## src/shared/adcc_pkg.sv

```systemverilog
// Constants and types shared by the automatic dial call-control block.
// Assumes a single clock domain and synchronous inputs.
package adcc_pkg;

   // Dial character layout: bit 8 is parity, bits 7:0 the value.
   localparam int DIAL_W = 9;
   localparam int DIGIT_W = 4;
   localparam int PAR_BIT = 8;
   localparam logic [7:0] DIAL_TERM_VAL = 8'h0c;
   localparam logic [7:0] DIGIT_MAX_VAL = 8'h09;
   localparam logic [3:0] MAX_DIGITS = 4'hb;

   // Dial buffer FIFO depth.
   localparam int FIFO_DEPTH = 8;

   // Host command codes.
   localparam logic [2:0] CMD_DIAL = 3'h1;
   localparam logic [2:0] CMD_SEND_DATA = 3'h2;
   localparam logic [2:0] CMD_SENSE = 3'h3;
   localparam logic [2:0] CMD_DISCONNECT = 3'h4;
   localparam logic [2:0] CMD_TERMINATE = 3'h5;

   // Status byte flags.
   localparam logic [7:0] ST_BUSY = 8'h10;
   localparam logic [7:0] ST_CHAN_END = 8'h08;
   localparam logic [7:0] ST_DEV_END = 8'h04;
   localparam logic [7:0] ST_UNIT_CHECK = 8'h02;
   localparam logic [7:0] ST_NONE = 8'h00;

   // Sense byte flags.
   localparam logic [7:0] SN0_CMD_REJECT = 8'h80;
   localparam logic [7:0] SN0_DATA_CHECK = 8'h08;
   localparam logic [7:0] SN1_DIAL_FAILED = 8'h01;
   localparam logic [7:0] SN_NONE = 8'h00;

   // Sense sequence step values.
   localparam logic [1:0] SNS_IDLE = 2'h0;
   localparam logic [1:0] SNS_BYTE1 = 2'h1;
   localparam logic [1:0] SNS_END = 2'h2;

   // Values after reset.
   localparam logic [3:0] RST_DIGIT_CNT = 4'h0;

   typedef enum logic [2:0] {
      ST_IDLE,
      ST_DIALING,
      ST_AWAIT,
      ST_LINE,
      ST_FAILED
   } adcc_state_t;

endpackage

```

## src/adcc_call_ctrl.sv

```systemverilog
// Automatic dial call control for one switched circuit: command decode,
// dial digit streaming to the calling unit, call outcome reporting,
// RTS/CTS handshake and hang-up.
// Assumes all inputs are synchronous to mclk and the host takes every
// response byte in the cycle it is presented.
`timescale 1ns/1ns
//////////////////////////////////////////////////////////////////////////////
// Contract
// - Stream dial digits until terminator recognised
// - Nine-bit char: parity then unsigned value
// - Accept dial strings up to eleven digits
// - Connection reported as normal ending status
// - Abandon gives fault status from transmit side
// - Sense after failed dial reports it
// - Send-data raises RTS; data waits for CTS
// - Disconnect releases circuit and hangs up
// - One adapter and calling unit per circuit
// - Terminator code stops, never forwarded
// - Failure status: end flags, unit check; sense zero, dial-failed
// - Accepted dial answered with zero status
module adcc_call_ctrl
   import adcc_pkg::*;
(
   // Clock and reset
   input wire logic mclk,
   input wire logic reset,
   // Host command port
   input wire logic cmd_valid,
   input wire logic [2:0] cmd_code,
   output logic cmd_ready,
   // Host dial character stream
   input wire logic dial_valid,
   input wire logic [adcc_pkg::DIAL_W-1:0] dial_data,
   output logic dial_ready,
   // Host response bytes
   output logic resp_valid,
   output logic [7:0] resp_byte,
   output logic resp_is_sense,
   output logic resp_rx_side,
   // Host output data request
   output logic out_data_req,
   // Calling unit
   output logic cu_digit_valid,
   output logic [adcc_pkg::DIGIT_W-1:0] cu_digit,
   input wire logic cu_digit_ready,
   input wire logic abandon_retry_signal,
   output logic line_hold,
   // Data set
   input wire logic data_mode,
   output logic rts,
   input wire logic cts
);
   import adcc_pkg::*;

   //////////////////////////////////////////////////////////////////////////
   // State.

   adcc_state_t state_r, state_nxt;
   logic [3:0] digit_cnt_r, digit_cnt_nxt;
   logic digit_valid_r, digit_valid_nxt;
   logic [DIGIT_W-1:0] digit_r, digit_nxt;
   logic rts_r, rts_nxt;
   logic hold_r, hold_nxt;
   logic ok_pend_r, ok_pend_nxt;
   logic fail_pend_r, fail_pend_nxt;
   logic [7:0] sense0_r, sense0_nxt;
   logic [7:0] sense1_r, sense1_nxt;
   logic [1:0] sns_r, sns_nxt;
   logic rv_r, rv_nxt;
   logic [7:0] rb_r, rb_nxt;
   logic rs_r, rs_nxt;
   logic rx_r, rx_nxt;

   logic fifo_out_valid, fifo_out_ready, fifo_in_ready, fifo_flush;
   logic [DIAL_W-1:0] fifo_out_data;
   logic chk_parity_ok, chk_is_term, chk_digit_ok;
   logic [DIGIT_W-1:0] chk_digit;
   logic drain_take, cmd_take;

   //////////////////////////////////////////////////////////////////////////
   // Dial buffer and character decode.

   // Host characters are taken only while dialing; the FIFO fills when
   // the calling unit is slow, and its ready stalls the host.
   assign dial_ready = (state_r == ST_DIALING) && fifo_in_ready;
   assign fifo_out_ready = (state_r == ST_DIALING) &&
                           (!digit_valid_r || cu_digit_ready);
   assign drain_take = fifo_out_valid && fifo_out_ready;

   adcc_fifo #(
      .WIDTH(DIAL_W),
      .DEPTH(FIFO_DEPTH)
   ) u_fifo (
      .mclk(mclk),
      .reset(reset),
      .flush(fifo_flush),
      .in_valid(dial_valid && dial_ready),
      .in_data(dial_data),
      .in_ready(fifo_in_ready),
      .out_valid(fifo_out_valid),
      .out_data(fifo_out_data),
      .out_ready(fifo_out_ready)
   );

   adcc_dial_check u_check (
      .dial_char(fifo_out_data),
      .parity_ok(chk_parity_ok),
      .is_term(chk_is_term),
      .digit_ok(chk_digit_ok),
      .digit(chk_digit)
   );

   //////////////////////////////////////////////////////////////////////////
   // Outputs.

   // A new command waits while a sense sequence is being delivered.
   assign cmd_ready = (sns_r == SNS_IDLE);
   assign cmd_take = cmd_valid && cmd_ready;
   // Output data is asked for only once the data set clears us to send.
   assign out_data_req = rts_r && cts;
   assign rts = rts_r;
   assign cu_digit_valid = digit_valid_r;
   assign cu_digit = digit_r;
   assign line_hold = hold_r;
   assign resp_valid = rv_r;
   assign resp_byte = rb_r;
   assign resp_is_sense = rs_r;
   assign resp_rx_side = rx_r;

   //////////////////////////////////////////////////////////////////////////
   // Next-state logic.

   always_comb begin
      logic fail;
      fail = 1'b0;
      state_nxt = state_r;
      digit_cnt_nxt = digit_cnt_r;
      digit_valid_nxt = digit_valid_r;
      digit_nxt = digit_r;
      rts_nxt = rts_r;
      hold_nxt = hold_r;
      ok_pend_nxt = ok_pend_r;
      fail_pend_nxt = fail_pend_r;
      sense0_nxt = sense0_r;
      sense1_nxt = sense1_r;
      sns_nxt = sns_r;
      rv_nxt = 1'b0;
      rb_nxt = ST_NONE;
      rs_nxt = 1'b0;
      rx_nxt = 1'b0;
      fifo_flush = 1'b0;

      // Response byte selection: sense sequence, then command status,
      // then pending call outcome. Pending flags clear here, before any
      // new event sets them, so a set in the same cycle wins.
      if (sns_r == SNS_BYTE1) begin
         rv_nxt = 1'b1;
         rs_nxt = 1'b1;
         rb_nxt = sense1_r;
         sns_nxt = SNS_END;
      end else if (sns_r == SNS_END) begin
         rv_nxt = 1'b1;
         rb_nxt = ST_CHAN_END | ST_DEV_END;
         sns_nxt = SNS_IDLE;
         sense0_nxt = SN_NONE;
         sense1_nxt = SN_NONE;
      end else if (!cmd_take && fail_pend_r) begin
         rv_nxt = 1'b1;
         rb_nxt = ST_CHAN_END | ST_DEV_END | ST_UNIT_CHECK;
         fail_pend_nxt = 1'b0;
      end else if (!cmd_take && ok_pend_r) begin
         rv_nxt = 1'b1;
         rx_nxt = 1'b1;
         rb_nxt = ST_CHAN_END | ST_DEV_END;
         ok_pend_nxt = 1'b0;
      end

      // Digit handed to the calling unit is held until it takes it, the call fails or a disconnect is taken.
      if (digit_valid_r && cu_digit_ready) begin
         digit_valid_nxt = 1'b0;
      end

      // Drain one dial character per accepted slot.
      if (drain_take) begin
         if (!chk_parity_ok) begin
            fail = 1'b1;
            sense0_nxt = sense0_nxt | SN0_DATA_CHECK;
         end else if (chk_is_term) begin
            // Stop and drop the terminator and any trailing bytes.
            state_nxt = ST_AWAIT;
            fifo_flush = 1'b1;
         end else if (!chk_digit_ok || digit_cnt_r == MAX_DIGITS) begin
            fail = 1'b1;
            sense0_nxt = sense0_nxt | SN0_DATA_CHECK;
         end else begin
            digit_valid_nxt = 1'b1;
            digit_nxt = chk_digit;
            digit_cnt_nxt = digit_cnt_r + 1'b1;
         end
      end

      // The calling unit gives up: report failure from the transmit side.
      if ((state_r == ST_DIALING || state_r == ST_AWAIT) &&
          abandon_retry_signal) begin
         fail = 1'b1;
      end

      // The data set reports data mode once the calling unit hands over.
      if (state_r == ST_AWAIT && data_mode && !fail) begin
         state_nxt = ST_LINE;
         ok_pend_nxt = 1'b1;
      end

      if (fail) begin
         state_nxt = ST_FAILED;
         fail_pend_nxt = 1'b1;
         sense1_nxt = sense1_nxt | SN1_DIAL_FAILED;
         digit_valid_nxt = 1'b0;
         fifo_flush = 1'b1;
      end

      // Commands. A command always answers in the cycle after it is taken.
      if (cmd_take) begin
         rv_nxt = 1'b1;
         rb_nxt = ST_NONE;
         case (cmd_code)
            CMD_DIAL: begin
               if (state_r == ST_IDLE) begin
                  // Zero status before any digit moves.
                  rb_nxt = ST_NONE;
                  state_nxt = ST_DIALING;
                  hold_nxt = 1'b1;
                  digit_cnt_nxt = RST_DIGIT_CNT;
                  sense0_nxt = SN_NONE;
                  sense1_nxt = SN_NONE;
                  fifo_flush = 1'b1;
               end else begin
                  rb_nxt = ST_BUSY;
               end
            end
            CMD_SEND_DATA: begin
               rts_nxt = 1'b1;
            end
            CMD_TERMINATE: begin
               rts_nxt = 1'b0;
               rb_nxt = ST_CHAN_END | ST_DEV_END;
            end
            CMD_SENSE: begin
               // First sense byte now, second and ending status follow.
               rs_nxt = 1'b1;
               rb_nxt = sense0_r;
               sns_nxt = SNS_BYTE1;
            end
            CMD_DISCONNECT: begin
               // Hang-up acts only on this circuit's calling unit.
               hold_nxt = 1'b0;
               state_nxt = ST_IDLE;
               rts_nxt = 1'b0;
               digit_valid_nxt = 1'b0;
               ok_pend_nxt = 1'b0;
               fail_pend_nxt = 1'b0;
               fifo_flush = 1'b1;
               rx_nxt = 1'b1;
               rb_nxt = ST_CHAN_END | ST_DEV_END;
            end
            default: begin
               rb_nxt = ST_UNIT_CHECK;
               sense0_nxt = sense0_nxt | SN0_CMD_REJECT;
            end
         endcase
      end
   end

   //////////////////////////////////////////////////////////////////////////
   // Registers.

   always_ff @(posedge mclk or posedge reset) begin
      if (reset) begin
         state_r <= ST_IDLE;
         digit_cnt_r <= RST_DIGIT_CNT;
         digit_valid_r <= 1'b0;
         digit_r <= '0;
         rts_r <= 1'b0;
         hold_r <= 1'b0;
         ok_pend_r <= 1'b0;
         fail_pend_r <= 1'b0;
         sense0_r <= SN_NONE;
         sense1_r <= SN_NONE;
         sns_r <= SNS_IDLE;
         rv_r <= 1'b0;
         rb_r <= ST_NONE;
         rs_r <= 1'b0;
         rx_r <= 1'b0;
      end else begin
         state_r <= state_nxt;
         digit_cnt_r <= digit_cnt_nxt;
         digit_valid_r <= digit_valid_nxt;
         digit_r <= digit_nxt;
         rts_r <= rts_nxt;
         hold_r <= hold_nxt;
         ok_pend_r <= ok_pend_nxt;
         fail_pend_r <= fail_pend_nxt;
         sense0_r <= sense0_nxt;
         sense1_r <= sense1_nxt;
         sns_r <= sns_nxt;
         rv_r <= rv_nxt;
         rb_r <= rb_nxt;
         rs_r <= rs_nxt;
         rx_r <= rx_nxt;
      end
   end
endmodule

```

## src/adcc_dial_check.sv

```systemverilog
// Decoder for one dial character: parity, terminator and digit value.
// Purely combinational; the caller samples the outputs.
`timescale 1ns/1ns
module adcc_dial_check
   import adcc_pkg::*;
(
   // Character under test
   input wire logic [adcc_pkg::DIAL_W-1:0] dial_char,
   // Decoded results
   output logic parity_ok,
   output logic is_term,
   output logic digit_ok,
   output logic [adcc_pkg::DIGIT_W-1:0] digit
);
   import adcc_pkg::*;

   logic [7:0] value;

   assign value = dial_char[7:0];
   // Odd parity over all nine bits.
   assign parity_ok = ^dial_char;
   // The terminator is recognised by its value alone; parity_ok is reported separately.
   assign is_term = (value == DIAL_TERM_VAL);
   // Digits are plain unsigned binary in the low-order bits.
   assign digit_ok = (value <= DIGIT_MAX_VAL);
   assign digit = value[DIGIT_W-1:0];
endmodule

```

## src/adcc_fifo.sv

```systemverilog
// Dial character buffer: a flip-flop FIFO with valid/ready on both sides.
// Assumes one clock; flush empties it in one cycle and wins over a write.
`timescale 1ns/1ns
module adcc_fifo #(
   parameter int WIDTH = 9,
   parameter int DEPTH = 8
) (
   // Clock and reset
   input wire logic mclk,
   input wire logic reset,
   input wire logic flush,
   // Fill side
   input wire logic in_valid,
   input wire logic [WIDTH-1:0] in_data,
   output logic in_ready,
   // Drain side
   output logic out_valid,
   output logic [WIDTH-1:0] out_data,
   input wire logic out_ready
);
   localparam int AW = $clog2(DEPTH);

   logic [WIDTH-1:0] mem_r [DEPTH];
   logic [AW-1:0] wr_r, wr_nxt, rd_r, rd_nxt;
   logic [AW:0] cnt_r, cnt_nxt;
   logic wr_en, rd_en;

   assign in_ready = (cnt_r != (AW+1)'(DEPTH));
   assign out_valid = (cnt_r != '0);
   assign out_data = mem_r[rd_r];
   assign wr_en = in_valid && in_ready && !flush;
   assign rd_en = out_valid && out_ready && !flush;

   always_comb begin
      wr_nxt = wr_r;
      rd_nxt = rd_r;
      cnt_nxt = cnt_r;
      if (flush) begin
         wr_nxt = '0;
         rd_nxt = '0;
         cnt_nxt = '0;
      end else begin
         if (wr_en) begin
            wr_nxt = (wr_r == AW'(DEPTH-1)) ? '0 : wr_r + 1'b1;
         end
         if (rd_en) begin
            rd_nxt = (rd_r == AW'(DEPTH-1)) ? '0 : rd_r + 1'b1;
         end
         if (wr_en && !rd_en) begin
            cnt_nxt = cnt_r + 1'b1;
         end else if (rd_en && !wr_en) begin
            cnt_nxt = cnt_r - 1'b1;
         end
      end
   end

   always_ff @(posedge mclk or posedge reset) begin
      if (reset) begin
         wr_r <= '0;
         rd_r <= '0;
         cnt_r <= '0;
      end else begin
         wr_r <= wr_nxt;
         rd_r <= rd_nxt;
         cnt_r <= cnt_nxt;
      end
   end

   // Storage needs no reset; out_valid hides stale words.
   always_ff @(posedge mclk) begin
      if (wr_en) begin
         mem_r[wr_r] <= in_data;
      end
   end
endmodule

```

## config.mk

```make
export PLATFORM = sky130hd
export DESIGN_NAME = adcc_call_ctrl
export DESIGN_NICKNAME = d
export VERILOG_FILES = /design/src/shared/adcc_pkg.sv /design/src/adcc_call_ctrl.sv /design/src/adcc_dial_check.sv /design/src/adcc_fifo.sv
export SDC_FILE = /design/constraint.sdc
export NUM_CORES = 1
export LEC_CHECK = 0
export BUFFER_PORTS_ARGS = -buffer_cell sky130_fd_sc_hd__buf_2
export CAP_MARGIN = 20
export CELL_PAD_IN_SITES_DETAIL_PLACEMENT = 2
export CELL_PAD_IN_SITES_GLOBAL_PLACEMENT = 2
export CORE_ASPECT_RATIO = 1.75
export CORE_UTILIZATION = 46
export CTS_CLUSTER_SIZE = 40
export DETAILED_ROUTE_END_ITERATION = 8
export PLACE_DENSITY_LB_ADDON = 0.12
export SYNTH_ARGS = -nofsm -noshare
export SYNTH_HDL_FRONTEND = slang
export SYNTH_SLANG_ARGS = --single-unit
```

## constraint.sdc

```tcl
create_clock -name mclk -period 8.3 [get_ports mclk]
set_input_delay 1.66 -clock mclk [delete_from_list [all_inputs] [get_ports mclk]]
set_output_delay 1.66 -clock mclk [all_outputs]
set_load 0.01 [all_outputs]
```

==> results.ini <==
[status]
status = completed

[detailed_routing]
vias = 3466
first_iter_violations = 152
antenna_left = 0
drc = 0
wl_per_cell_um = 24.0
avgViaCountPerCell = 5.85
routed_wirelength_um = 14200
first_pass_iters = 4

[setup_path]
crit_path_start = u_fifo.rd_r[1]
crit_path_start_kind = flip-flop
reg2reg_depth = 9
endpoint_kind = flip-flop
path_class = flip-flop to flip-flop
reg2reg_from = u_fifo.rd_r[1]
cp.required_ps = 8340
crit_chain = mux4_2 -> mux2_2 -> ha_1 -> xnor2_1 -> xnor2_1 -> xnor2_1 -> a21o_1 -> nand2_2 -> nor4_2
cpMaxStageDelayCell = nor4_2
max_stage_delay_ps = 1040
cp_max_fo = 20
worstPathArrival_ps = 4620
crit_path_frequent_cell = xnor2_1

[timing]
fin_skew_ps = 11.6
tns_ps = 0
setup_viol = 0
drv_slew = 0
rsz0062_at_grt = false
hold_violations = 0
fin_crit_sh_pct = 55.2
fmax_mhz = 218
fin_crit_ps = 4580
relSlewSlack_pct = 23.7
worstMarginPinSlew_ps = 1140

[pwr]
max-vdd-ir-drop_uv = 224
power.density_nw_per_um2 = 293
leakagePower_nw = 2.68

[global_route]
grt_max_degree = 56
grt_pass1_wl_um = 22300
antenna_found_initial = 0
grtUsageTotal_pct = 24.8
grt_pass1_vias = 4115
overflow = 0

[floorplanning]
fp.dieArea_um2 = 12600
die_w_um = 85.1
coreArea_um2 = 11600
ios = 41
die_h_um = 147
fp-row-count = 52
initial_core_util_pct = 47.8

[clock_tree]
cts_buffer_depth = 2
clock_sinks = 127
postCtsSetupBuffers = 0
path_clk_slew_ps = 60
clk_latency_ps = 430
cts_tree = done
h-tree-depth = 4
cts_root_buf = clkbuf_16
hold_buffers = 0
ctsResizeCount = 0
cts_buffers = 17

[synth]
netlist_instances = 394
syn_area_per_cell_um2 = 14.1
ys_types = 58
synth.most_common_cell = edfxtp_1
ys_warn_count = 0
ys_ff_latch = 127
synth_area_um2 = 5560
ys.flop_type = edfxtp_1
synth.top_cells.by_area = edfxtp_1 (39%), dfrtp_1 (25%), mux4_2 (7.3%)
netlist.area_leader.share_pct = 38.9
async_reset_ff_share_pct = 43.3
synth_edf_count = 72
syn_nets = 431
ys_top_cells_by_count = edfxtp_1 (72), dfrtp_1 (55), nand2_1 (27), nor2_1 (24), a21oi_1 (22)
ys_seq_area_share_pct = 63.6
yosys.area.top_type = edfxtp_1

[layout]
multi_input_area_um2 = 1930
design_area_um2 = 6530
area_delta_synth_final_pct = 17.4
num_antenna_cells = 0
fill_cells = 1089
final_util_pct = 56.1
nNetsFinal = 481
drive_gt1_share_pct = 26.0
regArea_um2 = 3540

[flow_run]
drv_cap = 0

[hold_path]
min_from = sense0_r[4]
hold_class = flip-flop to flip-flop
hold_depth = 1

[place]
place_congestion = 0.847
dpl_cell_area_um2 = 5910
port_buffers = 40
hpwlAfterDp_um = 9920

-- stage by stage --
step | hold WS (ps) | setup WS (ps) | power [mW] | std cells
4_1_cts | 493 | 3060 | 1.92 | 587
3_3_place_gp | 474 | 3320 | 1.17 | 553
3_5_place_dp | 477 | 3110 | 1.20 | 555
2_1_floorplan | 440 | 4050 | 1.07 | 394
6_report | 493 | 3720 | 1.91 | 592
5_1_grt | 499 | 3440 | 2.00 | 592
-- power by group --
group / internal (mW) / switching [mW] / total, mW
Combinational: 0.191 / 0.233 / 0.424
Sequential: 0.716 / 0.0581 / 0.774
Clock: 0.396 / 0.320 / 0.716
Total: 1.30 / 0.612 / 1.91
-- kinds of logic after synthesis --
kind of cell / synth area share (%)
AND/OR/NAND/NOR: 11.7
buffers and inverters: 2.43
flip-flops: 63.6
XOR/XNOR: 1.57
adder cells (fa/ha/maj): 3.96
AO/OA/AOI/OAI: 6.93
multiplexers: 9.74
-- path summary, 6_finish.rpt --
check	to	slack (ps)
setup reg to reg	u_fifo.mem_r[7][5]	3720
max in group asynchronous	fail_pend_r	6380
setup / recovery	u_fifo.mem_r[7][5]	3720
hold reg to reg	sense0_r[4]	490
hold / removal	sense0_r[4]	490
min in group asynchronous	sense0_r[6]	1430
-- flip-flops by register name (all words and copies together) (netlist names) --
register        count
u_fifo.cnt_r        4
sns_r               2
resp_rx_side        1
u_fifo.wr_r         3
resp_valid          1
cu_digit            4
u_fifo.rd_r         3
cu_digit_valid      1
resp_byte           8
line_hold           1
u_fifo.mem_r       72
digit_cnt_r         4
fail_pend_r         1
state_r             3
sense0_r            8
ok_pend_r           1
rts                 1
resp_is_sense       1
sense1_r            8
-- cells in the final DEF, fill, tap and decap left out, types with 7 or more instances in the layout --
cell type	n
nor2_1	24
and3_1	10
nand2_1	27
edfxtp_1	72
clkbuf_16	17
inv_1	10
mux2i_1	8
mux4_2	18
o21ai_0	8
buf_2	40
ha_1	16
and2_1	8
nor3_1	7
a21oi_1	22
dfrtp_1	55
-- routing by layer --
layer	global-route usage, %	vias up	routed length (um)
li1	-	1578	-
met1	24.5	1785	5030
met2	47.9	77	8320
met3	4.80	26	410
met4	12.7	0	455
met5	0	-	0
-- area by class of cell --
class                           count  share of cell area, %
Multi-Input combinational cell    238                   29.6
Sequential cell                   127                   54.2
Timing Repair Buffer               49                   4.41
Clock buffer                       17                   6.51
Tap cell                          135                   2.59
Inverter                           11                  0.632
Clock inverter                     15                   2.11
-- worst max-delay path: cells and delay by family, from the launching register on --
family / cells / cell delay (ps)
and+or+nand+nor: 2 / 1300
DFF: 1 / 920
muxes: 2 / 730
xor gates and xnor gates: 3 / 690
adders and majority gates: 1 / 320
AOI/OAI and AO/OA: 1 / 210
(Power assumes the default switching activity.)
